===== config.mk =====
export PLATFORM = sky130hd
export DESIGN_NAME = pwie_top
export DESIGN_NICKNAME = d
export VERILOG_FILES = /design/src/pwie_pkg.sv /design/src/pwie_top.sv
export VERILOG_INCLUDE_DIRS = /design/src /design/src/src
export SDC_FILE = /design/constraint.sdc
export NUM_CORES = 1
export LEC_CHECK = 0
export ABC_AREA = 1
export BUFFER_PORTS_ARGS = -buffer_cell sky130_fd_sc_hd__clkbuf_2
export CAP_MARGIN = 20
export CORE_MARGIN = 2
export CORE_UTILIZATION = 60
export CTS_CLUSTER_SIZE = 16
export DETAILED_ROUTE_END_ITERATION = 10
export PLACE_DENSITY_LB_ADDON = 0.08
export SLEW_MARGIN = 5
export SYNTH_ARGS = -nofsm -noshare
export SYNTH_HDL_FRONTEND = slang
export SYNTH_SLANG_ARGS = --single-unit

===== constraint.sdc =====
create_clock -name clk_in -period 3.38 [get_ports clk_in]
set_input_delay 0.169 -clock clk_in [delete_from_list [all_inputs] [get_ports clk_in]]
set_output_delay 0.169 -clock clk_in [all_outputs]
set_load 0.02 [all_outputs]

===== src/pwie_map.svh =====
// register map, field positions and reset values of the port wake and interrupt event block
// assumes a 32-bit apb slave with one aligned word per register
`ifndef PWIE_MAP_SVH
`define PWIE_MAP_SVH
// printed offsets are not multiples of four, so they are register indices within a port page
`define PWIE_IDX_WAKE_FLAGS 12'h013
`define PWIE_IDX_WAKE_ENABLES 12'h017
`define PWIE_IDX_INT_FLAGS 12'h01B
`define PWIE_IDX_INT_MASK 12'h01F
// global block interrupt registers, index within page 0
`define PWIE_IDX_IRQ_STATUS 12'h001
`define PWIE_IDX_IRQ_MASK 12'h002
// port page field of the byte address, port n in 1..6
`define PWIE_PAGE_MSB 15
`define PWIE_PAGE_LSB 12
// bit positions
`define PWIE_BIT_WAKE_PKT 2
`define PWIE_BIT_LINK_UP 1
`define PWIE_BIT_ENERGY 0
`define PWIE_BIT_PHY_INT 1
`define PWIE_BIT_FILTER_INT 0
// reset values
`define PWIE_RST_WAKE 3'h0
`define PWIE_RST_MASK 2'h0
`define PWIE_RST_IRQ_MASK 8'h00
`endif


===== src/pwie_pkg.sv =====
// types for the port wake and interrupt event block
// used by the top module and the bench monitor
package pwie_pkg;
	parameter int PWIE_PORTS = 6;

	// per-port raw event inputs after synchronisation
	typedef struct packed {
		logic wake_pkt;
		logic link_up;
		logic energy;
		logic phy_int;
		logic filter_int;
	} pwie_evt_t;

	// per-port register state
	typedef struct packed {
		logic [2:0] wake_flags;
		logic [2:0] wake_en;
		logic filter_flag;
		logic [1:0] mask;
	} pwie_port_t;

	typedef enum logic [1:0] {
		PWIE_IDLE = 2'b01,
		PWIE_ACK = 2'b10
	} pwie_bus_state_t;

	// state of the block apart from the synchronisers
	typedef struct packed {
		pwie_port_t [PWIE_PORTS-1:0] port;
		logic [PWIE_PORTS-1:0] irq_status;
		logic [PWIE_PORTS-1:0] irq_mask;
		pwie_bus_state_t bus;
		logic [31:0] prdata;
		logic pslverr;
		logic power_event;
		logic irq;
	} pwie_state_t;
endpackage : pwie_pkg


===== src/pwie_top.sv =====
// port wake and interrupt events: six port register pages behind an apb slave,
// drives the power event pin and a block interrupt line.
// assumes event inputs are level or pulse signals from other clock domains,
// the filter-table event is a pulse in this clock domain.
// Summary of operation
// - matching wake packet sets wake flag bit 2; software clears it by writing one.
// - link-up sets flag bit 1, held until software clears by write.
// - cable energy sets flag bit 0, held until software clears by write.
// - link-up and energy bits only work on phy ports; mac-only port stays clear.
// - enable bit 2 lets wake packet detection assert the power event pin.
// - enable bit 1 lets link-up detection assert the power event pin.
// - enable bit 0 lets energy detection assert the power event pin.
// - status bit 1 shows pending phy interrupts; zero on the mac-only port.
// - status bit 0 set by a filter-table counter event on any port.
// - filter status not write-clearable; toggling its mask bit clears it.
// - each status bit interrupts only when its mask bit enables it.
// - mask bits inverted: zero enables, one disables; both reset to zero.
// - filter mask bit exists on every port, including the mac-only port.
`timescale 1ns/1ps
`include "pwie_map.svh"

module pwie_top
	import pwie_pkg::*;
#(
	parameter int PORTS = PWIE_PORTS,
	parameter logic [PWIE_PORTS-1:0] PHY_PORTS = 6'h1F
) (
	// clock and reset
	input wire logic clk_in,
	input wire logic arst_n_in,
	// apb slave
	input wire logic psel_in,
	input wire logic penable_in,
	input wire logic pwrite_in,
	input wire logic [15:0] paddr_in,
	input wire logic [31:0] pwdata_in,
	input wire logic [3:0] pstrb_in,
	output logic pready_out,
	output logic [31:0] prdata_out,
	output logic pslverr_out,
	// per-port events from the mac and phy logic
	input wire logic [PWIE_PORTS-1:0] wake_pkt_in,
	input wire logic [PWIE_PORTS-1:0] link_up_in,
	input wire logic [PWIE_PORTS-1:0] energy_in,
	input wire logic [PWIE_PORTS-1:0] phy_int_in,
	input wire logic [PWIE_PORTS-1:0] filter_int_in,
	// pins and interrupt
	output logic power_event_out,
	output logic irq_out
);

	// block state apart from the synchronisers lives in one packed struct, registered by one process
	pwie_state_t s_r;
	pwie_state_t s_nxt;

	// event inputs grouped by kind; bit p of each vector belongs to port p+1
	logic [PWIE_PORTS-1:0] raw [4];
	logic [PWIE_PORTS-1:0] rise [4];
	logic [PWIE_PORTS-1:0] lvl [4];

	// the filter-table event is made on this clock and needs no synchroniser
	assign raw[0] = wake_pkt_in;
	assign raw[1] = link_up_in;
	assign raw[2] = energy_in;
	assign raw[3] = phy_int_in;

	// three-stage synchronisers for events from other domains.
	// stage one is read only by stage two, so a metastable value never fans out.
	// a change counts once stages two and three agree; the agreed value is kept
	// so that a level held for many cycles yields exactly one rising event.
	genvar g;
	generate
		for (g = 0; g < 4; g++) begin : g_sync
			logic [PWIE_PORTS-1:0] sy1_r;
			logic [PWIE_PORTS-1:0] sy2_r;
			logic [PWIE_PORTS-1:0] sy3_r;
			logic [PWIE_PORTS-1:0] agreed_r;
			logic [PWIE_PORTS-1:0] same;

			// per-bit agreement of the two late stages
			assign same = ~(sy2_r ^ sy3_r);

			// shift chain plus the last agreed value; idle pins are low after reset
			always_ff @(posedge clk_in or negedge arst_n_in) begin
				if (!arst_n_in) begin
					sy1_r <= '0;
					sy2_r <= '0;
					sy3_r <= '0;
					agreed_r <= '0;
				end else begin
					sy1_r <= raw[g];
					sy2_r <= sy1_r;
					sy3_r <= sy2_r;
					agreed_r <= (same & sy3_r) | (~same & agreed_r);
				end
			end

			// a new high value once both late stages agree on it
			assign rise[g] = same & sy3_r & ~agreed_r;
			// level counted only while both late stages agree that it is high
			assign lvl[g] = sy2_r & sy3_r;
		end
	endgenerate

	// address decode: page is the port number, the word index sits in bits 11:2,
	// so the byte address of a register is its index times four.
	// pages above PORTS and misaligned addresses hit nothing and answer with an error.
	logic [3:0] page;
	logic [11:0] idx;
	logic [2:0] pn;
	logic aligned;
	logic page_port;
	logic page_glob;
	logic hit_wflags;
	logic hit_wen;
	logic hit_iflags;
	logic hit_imask;
	logic hit_gstat;
	logic hit_gmask;
	logic hit_port;
	logic hit_glob;
	logic access;
	logic wr_en;
	logic rd_en;

	// page and index fields
	assign page = paddr_in[`PWIE_PAGE_MSB:`PWIE_PAGE_LSB];
	assign idx = {2'h0, paddr_in[11:2]};
	assign pn = page[2:0] - 3'h1;
	assign aligned = (paddr_in[1:0] == 2'h0);
	assign page_port = (page >= 4'h1) && (page <= 4'(PORTS)) && aligned;
	assign page_glob = (page == 4'h0) && aligned;

	// one hit per register word; every port page holds the same four words
	assign hit_wflags = page_port && (idx == `PWIE_IDX_WAKE_FLAGS);
	assign hit_wen = page_port && (idx == `PWIE_IDX_WAKE_ENABLES);
	assign hit_iflags = page_port && (idx == `PWIE_IDX_INT_FLAGS);
	assign hit_imask = page_port && (idx == `PWIE_IDX_INT_MASK);
	assign hit_gstat = page_glob && (idx == `PWIE_IDX_IRQ_STATUS);
	assign hit_gmask = page_glob && (idx == `PWIE_IDX_IRQ_MASK);
	assign hit_port = hit_wflags || hit_wen || hit_iflags || hit_imask;
	assign hit_glob = hit_gstat || hit_gmask;

	// first access cycle: the bus machine is still idle, read data is captured here
	assign access = psel_in && penable_in && (s_r.bus == PWIE_IDLE);
	// writes land only at the edge where ready is high, so a slow master never writes twice;
	// only byte lane 0 carries register bits, a write without it is ignored
	assign wr_en = psel_in && penable_in && pwrite_in && (s_r.bus == PWIE_ACK) && pstrb_in[0];
	assign rd_en = access && !pwrite_in;

	// per-port terms, one copy of the same logic for each port
	logic [PWIE_PORTS-1:0] port_sel;
	logic [PWIE_PORTS-1:0] phy_live;
	logic [PWIE_PORTS-1:0] wake_hit;
	logic [PWIE_PORTS-1:0] pend;
	logic [2:0] wake_set [PWIE_PORTS];
	logic [7:0] port_rd [PWIE_PORTS];

	generate
		for (g = 0; g < PWIE_PORTS; g++) begin : g_port
			// mac-only ports have no link or energy detection and no phy summary
			localparam logic IS_PHY = PHY_PORTS[g];
			logic [2:0] set_w;
			logic [7:0] word;

			// this port's page is addressed
			assign port_sel[g] = (pn == 3'(g));

			// new events are synchronised rising edges
			always_comb begin
				set_w = 3'h0;
				set_w[`PWIE_BIT_WAKE_PKT] = rise[0][g];
				set_w[`PWIE_BIT_LINK_UP] = rise[1][g] & IS_PHY;
				set_w[`PWIE_BIT_ENERGY] = rise[2][g] & IS_PHY;
			end
			assign wake_set[g] = set_w;

			// phy summary is a live level, zero on a mac-only port
			assign phy_live[g] = lvl[3][g] & IS_PHY;

			// latched flags gated by their enables request the power event pin
			assign wake_hit[g] = |(s_r.port[g].wake_flags & s_r.port[g].wake_en);

			// inverted mask: a zero lets the status through
			assign pend[g] = (s_r.port[g].filter_flag & ~s_r.port[g].mask[`PWIE_BIT_FILTER_INT]) |
				(phy_live[g] & ~s_r.port[g].mask[`PWIE_BIT_PHY_INT]);

			// read word of this port; reserved upper bits stay zero
			always_comb begin
				word = 8'h00;
				if (hit_wflags) begin
					word[2:0] = s_r.port[g].wake_flags;
				end else if (hit_wen) begin
					word[2:0] = s_r.port[g].wake_en;
				end else if (hit_iflags) begin
					word[`PWIE_BIT_PHY_INT] = phy_live[g];
					word[`PWIE_BIT_FILTER_INT] = s_r.port[g].filter_flag;
				end else if (hit_imask) begin
					word[1:0] = s_r.port[g].mask;
				end
			end
			assign port_rd[g] = word;
		end
	endgenerate

	// next state: bus sequencing, register writes, event capture, pins
	always_comb begin
		logic [7:0] wd;
		logic [7:0] rd;
		logic pev;
		wd = pwdata_in[7:0];
		rd = 8'h00;
		pev = 1'b0;
		s_nxt = s_r;
		s_nxt.pslverr = 1'b0;

		// bus sequencing: one wait state, answer in the second access cycle
		unique case (s_r.bus)
			PWIE_IDLE: begin
				if (psel_in && penable_in) begin
					s_nxt.bus = PWIE_ACK;
				end
			end
			PWIE_ACK: begin
				s_nxt.bus = PWIE_IDLE;
			end
		endcase

		for (int p = 0; p < PWIE_PORTS; p++) begin
			// software clear by writing one; the event set below comes last so it wins
			if (wr_en && port_sel[p] && hit_wflags) begin
				s_nxt.port[p].wake_flags = s_r.port[p].wake_flags & ~wd[2:0];
			end
			// enables are plain storage; link and energy enables do not exist off a phy port
			if (wr_en && port_sel[p] && hit_wen) begin
				s_nxt.port[p].wake_en = wd[2:0] & {1'b1, PHY_PORTS[p], PHY_PORTS[p]};
			end
			if (wr_en && port_sel[p] && hit_imask) begin
				// a changed filter mask bit is the only way software clears the filter status
				if (wd[`PWIE_BIT_FILTER_INT] != s_r.port[p].mask[`PWIE_BIT_FILTER_INT]) begin
					s_nxt.port[p].filter_flag = 1'b0;
				end
				s_nxt.port[p].mask[`PWIE_BIT_PHY_INT] = wd[`PWIE_BIT_PHY_INT] & PHY_PORTS[p];
				s_nxt.port[p].mask[`PWIE_BIT_FILTER_INT] = wd[`PWIE_BIT_FILTER_INT];
			end
			s_nxt.port[p].wake_flags = s_nxt.port[p].wake_flags | wake_set[p];
			// filter event is same-domain; set beats the mask-toggle clear
			if (filter_int_in[p]) begin
				s_nxt.port[p].filter_flag = 1'b1;
			end
			// any port may request the pin
			pev = pev | wake_hit[p];
			// only the addressed page contributes read data
			if (port_sel[p]) begin
				rd = rd | port_rd[p];
			end
		end

		// block interrupt: a pending port keeps its sticky bit set, write one to clear;
		// a still pending port sets its bit again in the same cycle, so no event is lost
		if (wr_en && hit_gstat) begin
			s_nxt.irq_status = s_r.irq_status & ~pwdata_in[PWIE_PORTS-1:0];
		end
		if (wr_en && hit_gmask) begin
			s_nxt.irq_mask = pwdata_in[PWIE_PORTS-1:0];
		end
		s_nxt.irq_status = s_nxt.irq_status | pend;
		if (hit_gstat) begin
			rd[PWIE_PORTS-1:0] = s_r.irq_status;
		end
		if (hit_gmask) begin
			rd[PWIE_PORTS-1:0] = s_r.irq_mask;
		end

		// read data is captured in the first access cycle and shown with ready
		if (rd_en) begin
			s_nxt.prdata = {24'h0, rd};
		end
		// unmapped address answers with an error and reads zero
		if (access) begin
			s_nxt.pslverr = !(hit_port || hit_glob);
		end
		// pins follow registered state, one edge behind the flags
		s_nxt.power_event = pev;
		s_nxt.irq = |(s_r.irq_status & s_r.irq_mask);
	end

	// single state register; reset values are constants only
	always_ff @(posedge clk_in or negedge arst_n_in) begin
		if (!arst_n_in) begin
			s_r <= '0;
			s_r.bus <= PWIE_IDLE;
			for (int p = 0; p < PWIE_PORTS; p++) begin
				s_r.port[p].wake_flags <= `PWIE_RST_WAKE;
				s_r.port[p].wake_en <= `PWIE_RST_WAKE;
				s_r.port[p].mask <= `PWIE_RST_MASK;
			end
			s_r.irq_mask <= '0;
		end else begin
			s_r <= s_nxt;
		end
	end

	// outputs straight from flip-flops; the bus state is one-hot so ready is a flop bit
	assign pready_out = (s_r.bus == PWIE_ACK);
	assign prdata_out = s_r.prdata;
	assign pslverr_out = s_r.pslverr;
	assign power_event_out = s_r.power_event;
	assign irq_out = s_r.irq;

	// limitations: the filter event must be a pulse on this clock, a held level
	// keeps its status set; the phy summary is not sticky and follows the phy level.
	// the global interrupt registers live in page 0 next to nothing else of this block.

endmodule : pwie_top


==> flow_metrics.py, run 1 <==
metrics = {
    "outcome": {
        "outcome": "completed",
    },
    "pwr": {
        "p_leak_nw": 3.97,
        "total_power_w": 0.00413,
        "p_switching_w": 0.00107,
        "p_clk_share_pct": 42.4,
        "combPwrFrac_pct": 9.5,
        "cellPowerDensity_nw_per_um2": 512,
        "ir_worst_vdd_v": 0.000542,
        "switching_share_pct": 25.9,
        "seq_power_share_pct": 48.1,
        "internal_power_w": 0.00306,
    },
    "grt": {
        "grt_pass1_vias": 5085,
        "grt_max_degree": 95,
        "track_usage_pct": 27.1,
        "grt_pass1_wl_um": 25900,
        "antenna_found_initial": 0,
        "gr-total-overflow": 0,
    },
    "synthesis": {
        "synth_top_family_by_area": "simple AND/OR/NAND/NOR gates",
        "netlist_area_um2": 6860,
        "synthAdderAreaFrac_pct": 3.10,
        "seq_area_frac_synth_pct": 55.8,
        "synth_warnings": 0,
        "synth-simple-area-share_pct": 17.6,
        "syn_inst": 714,
        "ys.flop_type": "dfrtp_1",
        "synthMuxAreaShare_pct": 2.63,
        "async_flop_share_pct": 100,
        "synth.avg_cell_area_um2": 9.61,
        "synth-seq-cells": 153,
        "synth_compound_area_share_pct": 10.3,
        "synth-edff-count": 0,
        "netlist-cell-type-count": 44,
        "synth-xor-area-share_pct": 0.766,
    },
    "sta": {
        "final.setup.worst_slack_ns": 1.41,
        "fin_crit_sh_pct": 58.2,
        "max_freq_ghz": 0.508,
        "worst_slew_pin_slew_ns": 0.842,
        "final_max_slew_viol_count": 0,
        "finalSetupViolCount": 0,
        "period_needed_ns": 1.97,
        "finalSetupTns_ns": 0,
        "hold_viol_final": 0,
        "slew_headroom_pct": 43.9,
        "finalClockSkew_ns": 0.00451,
        "rsz0062_at_grt": "no",
    },
    "die": {
        "row_count": 39,
        "core_um2": 11300,
        "die_height_um": 111,
        "start_util_pct": 60.9,
        "ios": 123,
        "die-area_um2": 12300,
        "fp.dieW_um": 111,
    },
    "finish": {
        "layout_common_cells": "dfrtp_1 (152), nand2_1 (130), inv_1 (89)",
        "areaGrowthSynthToFinish_pct": 17.6,
        "nNetsFinal": 920,
        "final_common_cell": "dfrtp_1",
        "layout-drive-gt1-share_pct": 18.5,
        "diodes": 0,
    },
    "worst_setup_path": {
        "worstPathRequired_ns": 3.68,
        "crit_fanout": 7,
        "start_kind": "flip-flop",
        "path_class": "flip-flop to flip-flop",
        "cp-end-kind": "flip-flop",
        "r2r_setup_slack_ns": 1.41,
        "worstPathArrival_ns": 2.27,
    },
    "placement": {
        "pre_cts_ws_ns": 1.27,
        "numPortBuffers": 64,
        "gp_congestion": 0.884,
        "dp_hpwl_um": 10900,
    },
    "detailed_routing": {
        "drt_iter0_markers": 351,
        "totalWireLength_um": 15600,
        "routedWlPerCell_um": 16.1,
        "detail-route-antenna-nets": 0,
        "vias": 5170,
        "remaining_drc_errors": 0,
        "vias_per_cell": 5.32,
        "drt_pass1_iterations": 5,
    },
    "clocking": {
        "clock_latency_ns": 0.42,
        "cts_max_level": 4,
        "clockBufferDepth": 2,
        "cts_tree": "done",
        "clock-root-buffer": "clkbuf_16",
        "cts_buffers": 17,
        "cts.clk_slew.worst_paths_ns": 0.06,
        "cts_num_sinks": 153,
    },
    "hold_path": {
        "hold_class": "input pin to flip-flop",
    },
    "job": {
        "drv_cap": 0,
    },
}
-- synthesized netlist by cell type (2+ instances only) --
| cell type | count | share of area [%] |
|---|---|---|
| nand4_1 | 9 | 0.82 |
| nand3_2 | 4 | 0.58 |
| inv_2 | 7 | 0.38 |
| mux2_2 | 16 | 2.6 |
| a21boi_0 | 2 | 0.22 |
| nor2_2 | 5 | 0.46 |
| o21ai_0 | 74 | 5.4 |
| o22ai_1 | 3 | 0.27 |
| o21bai_1 | 7 | 0.77 |
| o221ai_1 | 6 | 0.77 |
| dfrtp_1 | 152 | 55 |
| a21oi_1 | 7 | 0.51 |
| ha_1 | 17 | 3.1 |
| nand2_1 | 130 | 7.1 |
| nand2_2 | 6 | 0.55 |
| clkbuf_1 | 4 | 0.22 |
| o21ai_1 | 13 | 0.95 |
| a221oi_1 | 4 | 0.51 |
| xnor2_1 | 6 | 0.77 |
| inv_1 | 89 | 4.9 |
| nor3_1 | 3 | 0.22 |
| nand3_1 | 36 | 2.6 |
| o31ai_1 | 2 | 0.22 |
| nor3_2 | 2 | 0.29 |
| buf_6 | 3 | 0.49 |
| nor2_4 | 4 | 0.66 |
| nor2_1 | 49 | 2.7 |
| or2_2 | 5 | 0.46 |
| nor4_1 | 2 | 0.18 |
| buf_4 | 33 | 3.6 |
-- critical path, cell delays in order (launching register included) --
cell	delay, ns
dfrtp_1	0.34
inv_1	0.04
nor2_1	0.15
nand4_1	0.41
nor2_1	0.43
nand2_1	0.17
o21ai_0	0.19
o21ai_0	0.11
-- path summary, 6_finish.rpt --
check | startpoint | end | cells after the start
max in group asynchronous | arst_n_in | s_r[35] | 3
min | penable_in | s_r[36] | 3
min in group asynchronous | arst_n_in | g_sync[3].sy2_r[2] | 2
max | s_r[36] | s_r[84] | 7
max reg2reg | s_r[36] | s_r[84] | 7
min reg2reg | g_sync[2].sy1_r[2] | g_sync[2].sy2_r[2] | 0
-- power by group through the flow --
stage	Combinational (W)	Clock [W]	Sequential [W]
6_report	0.000393	0.00175	0.00199
5_1_grt	0.000437	0.00186	0.00200
4_1_cts	0.000396	0.00178	0.00199
3_5_place_dp	0.000363	0	0.00202
3_3_place_gp	0.000351	0	0.00202
2_1_floorplan	0.000277	0	0.00201
-- kinds of logic (layout without fill, tap and decap cells) --
kind of cell / after synthesis / count (layout)
other cells: 1 / 26
fa+ha+maj: 17 / 17
compound gates: 123 / 123
buf+inv: 137 / 226
xor+xnor: 6 / 6
flops: 153 / 153
mux: 16 / 16
simple gates: 261 / 261
-- repair_timing --
item	4_1_cts	5_1_grt
gates resized for setup	0	0
setup buffers	0	0
hold buffers	32	0
endpoints found under the hold margin	124	0
-- routing by layer --
metal | GRT usage [%] | part of all wire, % | vias up | wire, µm
met3 | 5.96 | 4.6 | 24 | 714
met4 | 8.50 | 1.7 | 0 | 269
met5 | 0 | 0 | - | 0
met1 | 33.7 | 42 | 2506 | 6620
met2 | 47.4 | 51 | 160 | 8010
li1 | - | - | 2480 | -
-- through the flow --
step / instances / hold WS (ns) / cell area (µm²) / utilization, %
global route: 971 / 0.0671 / 8070 / 71.6
detailed placement: 908 / 0.279 / 7190 / 63.8
global placement: 908 / 0.271 / 7190 / 63.8
floorplan: 739 / -0.127 / 6950 / -
finish: 971 / 0.0431 / 8070 / 71.6
CTS: 971 / 0.0325 / 8070 / 71.6
-- final cells by class --
class	instances	area [µm²]
inverters	96	360
repair buffers	99	682
fillers	810	3200
well taps	143	179
clock inverters	13	116
clock buffers	18	439
flip-flops and latches	153	3830
multi-input cells	449	2460
Note: power is estimated with default switching activity, not from simulation.
==> run 2, diff against run 1 <==
ABC_AREA = 0   (was 1)
CORE_UTILIZATION = 50   (was 60)
clock period = 1.81 ns   (was 3.38 ns; I/O delays follow)
==> run 2 against run 1 <==
- sequential power grew 84%
- total power rose by 94%
- largest cell class unchanged
- hold slack gained 0.082 ns
- critical path type unchanged
- maximum frequency rose by 9.9%
- clock-buffer cell count up 1
- global-route usage is 3.4 points lower
- critical path depth fell by 2
- routed wire length is 1.0% lower
- non-clock buffer count rose by 61
- cell count is 9.5% lower
- die area rose by 14%
==> flow_metrics.py, run 2 <==
metrics = {
    "clocking": {
        "cts_max_level": 4,
        "cts_tree": "done",
        "clock-root-buffer": "clkbuf_16",
        "cts_buffers": 17,
        "cts.clk_slew.worst_paths_ns": 0.06,
        "clock_latency_ns": 0.42,
        "clockBufferDepth": 2,
        "cts_num_sinks": 153,
    },
    "finish": {
        "final_common_cell": "dfrtp_1",
        "layout_common_cells": "dfrtp_1 (152), clkbuf_2 (63), buf_4 (60)",
        "areaGrowthSynthToFinish_pct": 27.3,
        "diodes": 0,
        "final_util_pct": 65.8,
        "finalInstanceArea_um2": 8370,
        "nFillCells": 977,
        "nNetsFinal": 798,
        "layout-drive-gt1-share_pct": 31.5,
    },
    "placement": {
        "dp_hpwl_um": 11400,
        "dpl-instance-area_um2": 7410,
        "gp_congestion": 0.877,
        "numPortBuffers": 64,
    },
    "grt": {
        "track_usage_pct": 23.6,
        "gr-total-overflow": 0,
        "grt_pass1_vias": 4728,
        "grt_pass1_wl_um": 25300,
        "antenna_found_initial": 0,
        "grt_max_degree": 57,
    },
    "worst_setup_path": {
        "r2r_end": "prdata_out[0]",
        "worstPathArrival_ns": 2.10,
        "ff2ff_path_depth": 5,
        "cp-end-kind": "flip-flop",
        "path_class": "flip-flop to flip-flop",
        "r2r-start": "s_r[82]",
        "r2r_setup_slack_ns": 0.02,
        "crit_fanout": 2,
        "worstPathRequired_ns": 2.12,
        "start_kind": "flip-flop",
    },
    "synthesis": {
        "synth_compound_area_share_pct": 10.1,
        "synth.avg_cell_area_um2": 12.2,
        "synth.most_common_cell": "dfrtp_1",
        "synth_commonest_cells": "dfrtp_1 (152), nand2_1 (46), o21ai_0 (44)",
        "synth_top_area_share_pct": 57.8,
        "netlist-cell-type-count": 58,
        "synth-simple-area-share_pct": 10.8,
        "synthAdderAreaFrac_pct": 3.23,
        "synth_top_family_by_area": "simple AND/OR/NAND/NOR gates",
        "syn_inst": 539,
        "synth-xor-area-share_pct": 0.799,
        "seq_area_frac_synth_pct": 58.2,
        "synth_top_area_cell": "dfrtp_1",
        "synthMuxAreaShare_pct": 10.6,
        "ys_top_cells_by_area": "dfrtp_1 (58%), mux2_2 (7.2%), buf_4 (3.7%)",
        "synth-edff-count": 0,
        "synth-seq-cells": 153,
        "netlist_area_um2": 6580,
        "async_flop_share_pct": 100,
        "synth_warnings": 0,
        "ys.flop_type": "dfrtp_1",
    },
    "detailed_routing": {
        "detail-route-antenna-nets": 0,
        "vias_per_cell": 5.28,
        "vias": 4643,
        "totalWireLength_um": 15500,
        "routedWlPerCell_um": 17.6,
        "drt_iter0_markers": 254,
        "remaining_drc_errors": 0,
        "drt_pass1_iterations": 5,
    },
    "sta": {
        "fin_crit_sh_pct": 98.9,
        "finalSetupViolCount": 0,
        "finalClockSkew_ns": 0.00540,
        "max_freq_ghz": 0.558,
        "final_max_slew_viol_count": 0,
        "period_needed_ns": 1.79,
        "hold_viol_final": 0,
        "rsz0062_at_grt": "yes",
    },
    "die": {
        "die_height_um": 119,
        "core_um2": 12700,
        "fp.dieW_um": 119,
        "ios": 123,
        "start_util_pct": 51.7,
        "row_count": 41,
        "die-area_um2": 14100,
    },
    "pwr": {
        "p_leak_nw": 3.79,
        "ir_worst_vdd_v": 0.000938,
        "total_power_w": 0.00803,
        "cellPowerDensity_nw_per_um2": 959,
    },
    "job": {
        "drv_cap": 0,
    },
    "outcome": {
        "outcome": "completed",
    },
    "hold_path": {
        "hold_class": "input pin to async pin",
    },
}
==> run 2: report_power, final <==
part           switching [W]  total [W]  internal (W)  leakage (nW)
clock                0.00147    0.00361       0.00214         0.291
combinational       0.000405   0.000753      0.000348          1.72
sequential         0.0000770    0.00367       0.00359          1.77
==> run 2: worst max path at each step <==
stage	from	to	slack (ns)	depth (start not counted)
final	s_r[82]	prdata_out[0]	0.02	5
after global routing	s_r[82]	prdata_out[0]	-0.05	5
after CTS	s_r[35]	s_r[43]	0.007	7
after detailed placement	paddr_in[7]	s_r[77]	-0.31	6
after global placement	paddr_in[7]	s_r[85]	-0.25	6
after floorplan	paddr_in[7]	s_r[85]	-0.14	7
==> run 2: cells by family after synthesis <==
group	Yosys count
xor gates and xnor gates	6
other	1
and+or+nand+nor	131
buffers and inverters	72
adders and majority gates	17
DFF	153
muxes	60
AOI/OAI and AO/OA	99
==> run 2: timing repair <==
action	in CTS	in global routing
resized for setup	3	4
endpoints found under the setup margin	5	21
pin swaps	2	4
buffers inserted	0	1
hold buffers	33	0
hold endpoints to repair	187	0
==> run 2: cell type report <==
class / count / area [µm²] / share of cell area (%)
tap: 172 / 215 / 2.57
clock inverter: 13 / 158 / 1.88
clock buffer: 19 / 453 / 5.41
sequential: 153 / 3830 / 45.7
timing repair buffer: 160 / 1170 / 13.9
inverter: 23 / 86.3 / 1.03
multi-input combinational: 339 / 2460 / 29.4
==> run 2: worst max-delay path: stages (launching register included) <==
cell and delay, ns:
dfrtp_1 0.41, mux4_2 0.48, a32oi_2 0.21, nor2b_1 0.08, a211o_1 0.22, o31a_1 0.27
==> run 2: metrics by stage <==
stage | hold slack (ns) | setup TNS (ns) | instances | setup slack [ns]
3_3_place_gp | 0.00478 | -7.70 | 813 | -0.252
5_1_grt | 0.144 | -0.0866 | 879 | -0.0530
4_1_cts | 0.106 | 0 | 878 | 0.00682
3_5_place_dp | -0.000916 | -9.22 | 813 | -0.307
6_report | 0.125 | 0 | 879 | 0.0190
2_1_floorplan | -0.205 | -1.32 | 564 | -0.139
==> run 2: metal layers <==
layer / vias up / track usage (%) / part of all wire [%] / wire length (µm)
li1: 2175 / - / - / -
met1: 2297 / 30.8 / 45 / 6940
met2: 147 / 38.9 / 49 / 7540
met3: 24 / 5.12 / 4.4 / 682
met4: 0 / 8.71 / 1.9 / 298
met5: - / 0 / 0 / 0
==> run 3, diff against run 2 <==
BUFFER_PORTS_ARGS = -buffer_cell sky130_fd_sc_hd__buf_2   (was -buffer_cell sky130_fd_sc_hd__clkbuf_2)
clock period = 2.25 ns   (was 1.81 ns; I/O delays follow)
==> run 3 against run 2 <==
- cell count is 3.8% lower
- clock-buffer cell count grew 1
- first-iteration DRC count grew 18%
- flip-flop and latch count unchanged
- worst setup slack improved by 0.22 ns
- critical endpoint is now s_r[77]
- largest cell class unchanged
==> flow_metrics.py, run 3 (synthesized netlist as in run 2, its figures left out) <==
metrics = {
    "grt": {
        "grt_pass1_wl_um": 23600,
        "grt_max_degree": 58,
        "track_usage_pct": 22.0,
        "antenna_found_initial": 0,
        "grt_pass1_vias": 4552,
        "gr-total-overflow": 0,
    },
    "outcome": {
        "outcome": "completed",
    },
    "clocking": {
        "cts_max_level": 4,
        "cts_buffers": 17,
        "cts-resized-gates": 0,
        "postCtsHoldBufs": 33,
        "cts_num_sinks": 153,
        "clock_latency_ns": 0.41,
        "cts.clk_slew.worst_paths_ns": 0.06,
        "clockBufferDepth": 2,
        "cts_tree": "done",
        "post-cts-setup-buffers": 0,
        "clock-root-buffer": "clkbuf_16",
    },
    "finish": {
        "layout_common_cells": "dfrtp_1 (152), buf_2 (63), nand2_1 (46)",
        "diodes": 0,
        "final_common_cell": "dfrtp_1",
        "multi_input_area_um2": 2430,
        "regArea_um2": 3830,
        "areaGrowthSynthToFinish_pct": 23.1,
        "nNetsFinal": 767,
        "nFillCells": 1020,
        "layout-drive-gt1-share_pct": 26.9,
        "final_util_pct": 63.6,
    },
    "worst_setup_path": {
        "r2r_setup_slack_ns": 0.24,
        "crit_fanout": 5,
        "cp-end-kind": "flip-flop",
        "worstPathRequired_ns": 2.54,
        "start_kind": "flip-flop",
        "path_class": "flip-flop to flip-flop",
        "worstPathArrival_ns": 2.30,
    },
    "sta": {
        "slew_headroom_pct": 65.0,
        "fin_crit_sh_pct": 89.3,
        "finalClockSkew_ns": 0.00616,
        "rsz0062_at_grt": "no",
        "hold_viol_final": 0,
        "worst_slew_pin_slew_ns": 0.511,
        "max_freq_ghz": 0.497,
        "period_needed_ns": 2.01,
        "final.setup.worst_slack_ns": 0.240,
        "finalSetupViolCount": 0,
        "final_max_slew_viol_count": 0,
        "finalSetupTns_ns": 0,
    },
    "hold_path": {
        "hold_class": "input pin to flip-flop",
    },
    "die": {
        "ios": 123,
        "core_um2": 12700,
        "start_util_pct": 51.7,
        "row_count": 41,
        "fp.dieW_um": 119,
        "die_height_um": 119,
        "die-area_um2": 14100,
    },
    "detailed_routing": {
        "vias": 4450,
        "detail-route-antenna-nets": 0,
        "vias_per_cell": 5.26,
        "drt_pass1_iterations": 5,
        "drt_iter0_markers": 299,
        "routedWlPerCell_um": 17.2,
        "totalWireLength_um": 14500,
        "remaining_drc_errors": 0,
    },
    "pwr": {
        "ir_worst_vdd_v": 0.000629,
        "total_power_w": 0.00632,
        "p_leak_nw": 3.61,
        "cellPowerDensity_nw_per_um2": 780,
    },
    "placement": {
        "gp_congestion": 0.898,
        "dp_hpwl_um": 10500,
        "numPortBuffers": 64,
        "pre_cts_ws_ns": 0.00909,
    },
    "job": {
        "drv_cap": 0,
    },
}
[run 3: per-layer routing]
layer / GRT usage, % / vias up / wire (µm)
li1: - / 2109 / -
met1: 29.3 / 2182 / 6580
met2: 35.2 / 141 / 6920
met3: 4.78 / 18 / 760
met4: 8.63 / 0 / 244
met5: 0 / - / 0
[run 3: power by group]
group | switching [W] | internal [W]
registers | 0.0000583 | 0.00289
clock network | 0.00108 | 0.00174
logic | 0.000310 | 0.000243
[run 3: final cells by class]
type,instances,area share (%)
inverters,23,1.07
repair buffers,129,11.7
clock inverters,10,1.79
clock buffers,20,5.39
flip-flops and latches,153,47.3
multi-input cells,339,30.1
well taps,172,2.66
[run 3: worst paths after layout]
path / start / to / cells past startpoint
setup reg to reg: s_r[36] / s_r[77] / 6
setup / recovery: s_r[36] / s_r[77] / 6
hold reg to reg: g_sync[2].sy1_r[3] / g_sync[2].sy2_r[3] / 0
hold / removal: pwdata_in[1] / s_r[50] / 3
min in group asynchronous: arst_n_in / s_r[69] / 2
max in group asynchronous: arst_n_in / g_sync[2].sy1_r[3] / 3
[run 3: critical path: stages (launching register included)]
cell     delay (ns)
dfrtp_1        0.34
nor2b_1        0.24
and4_1         0.37
buf_4          0.18
nand2_1        0.21
nor2_4         0.21
mux2_1         0.34
[run 3: per-stage QoR]
step | cell area, µm² | std cells | hold slack (ns)
after global routing | 8090 | 846 | 0.131
after CTS | 8090 | 846 | 0.105
after global placement | 7180 | 783 | 0.120
after detailed placement | 7180 | 783 | 0.116
final | 8090 | 846 | 0.120
after floorplan | 6670 | 564 | -0.183
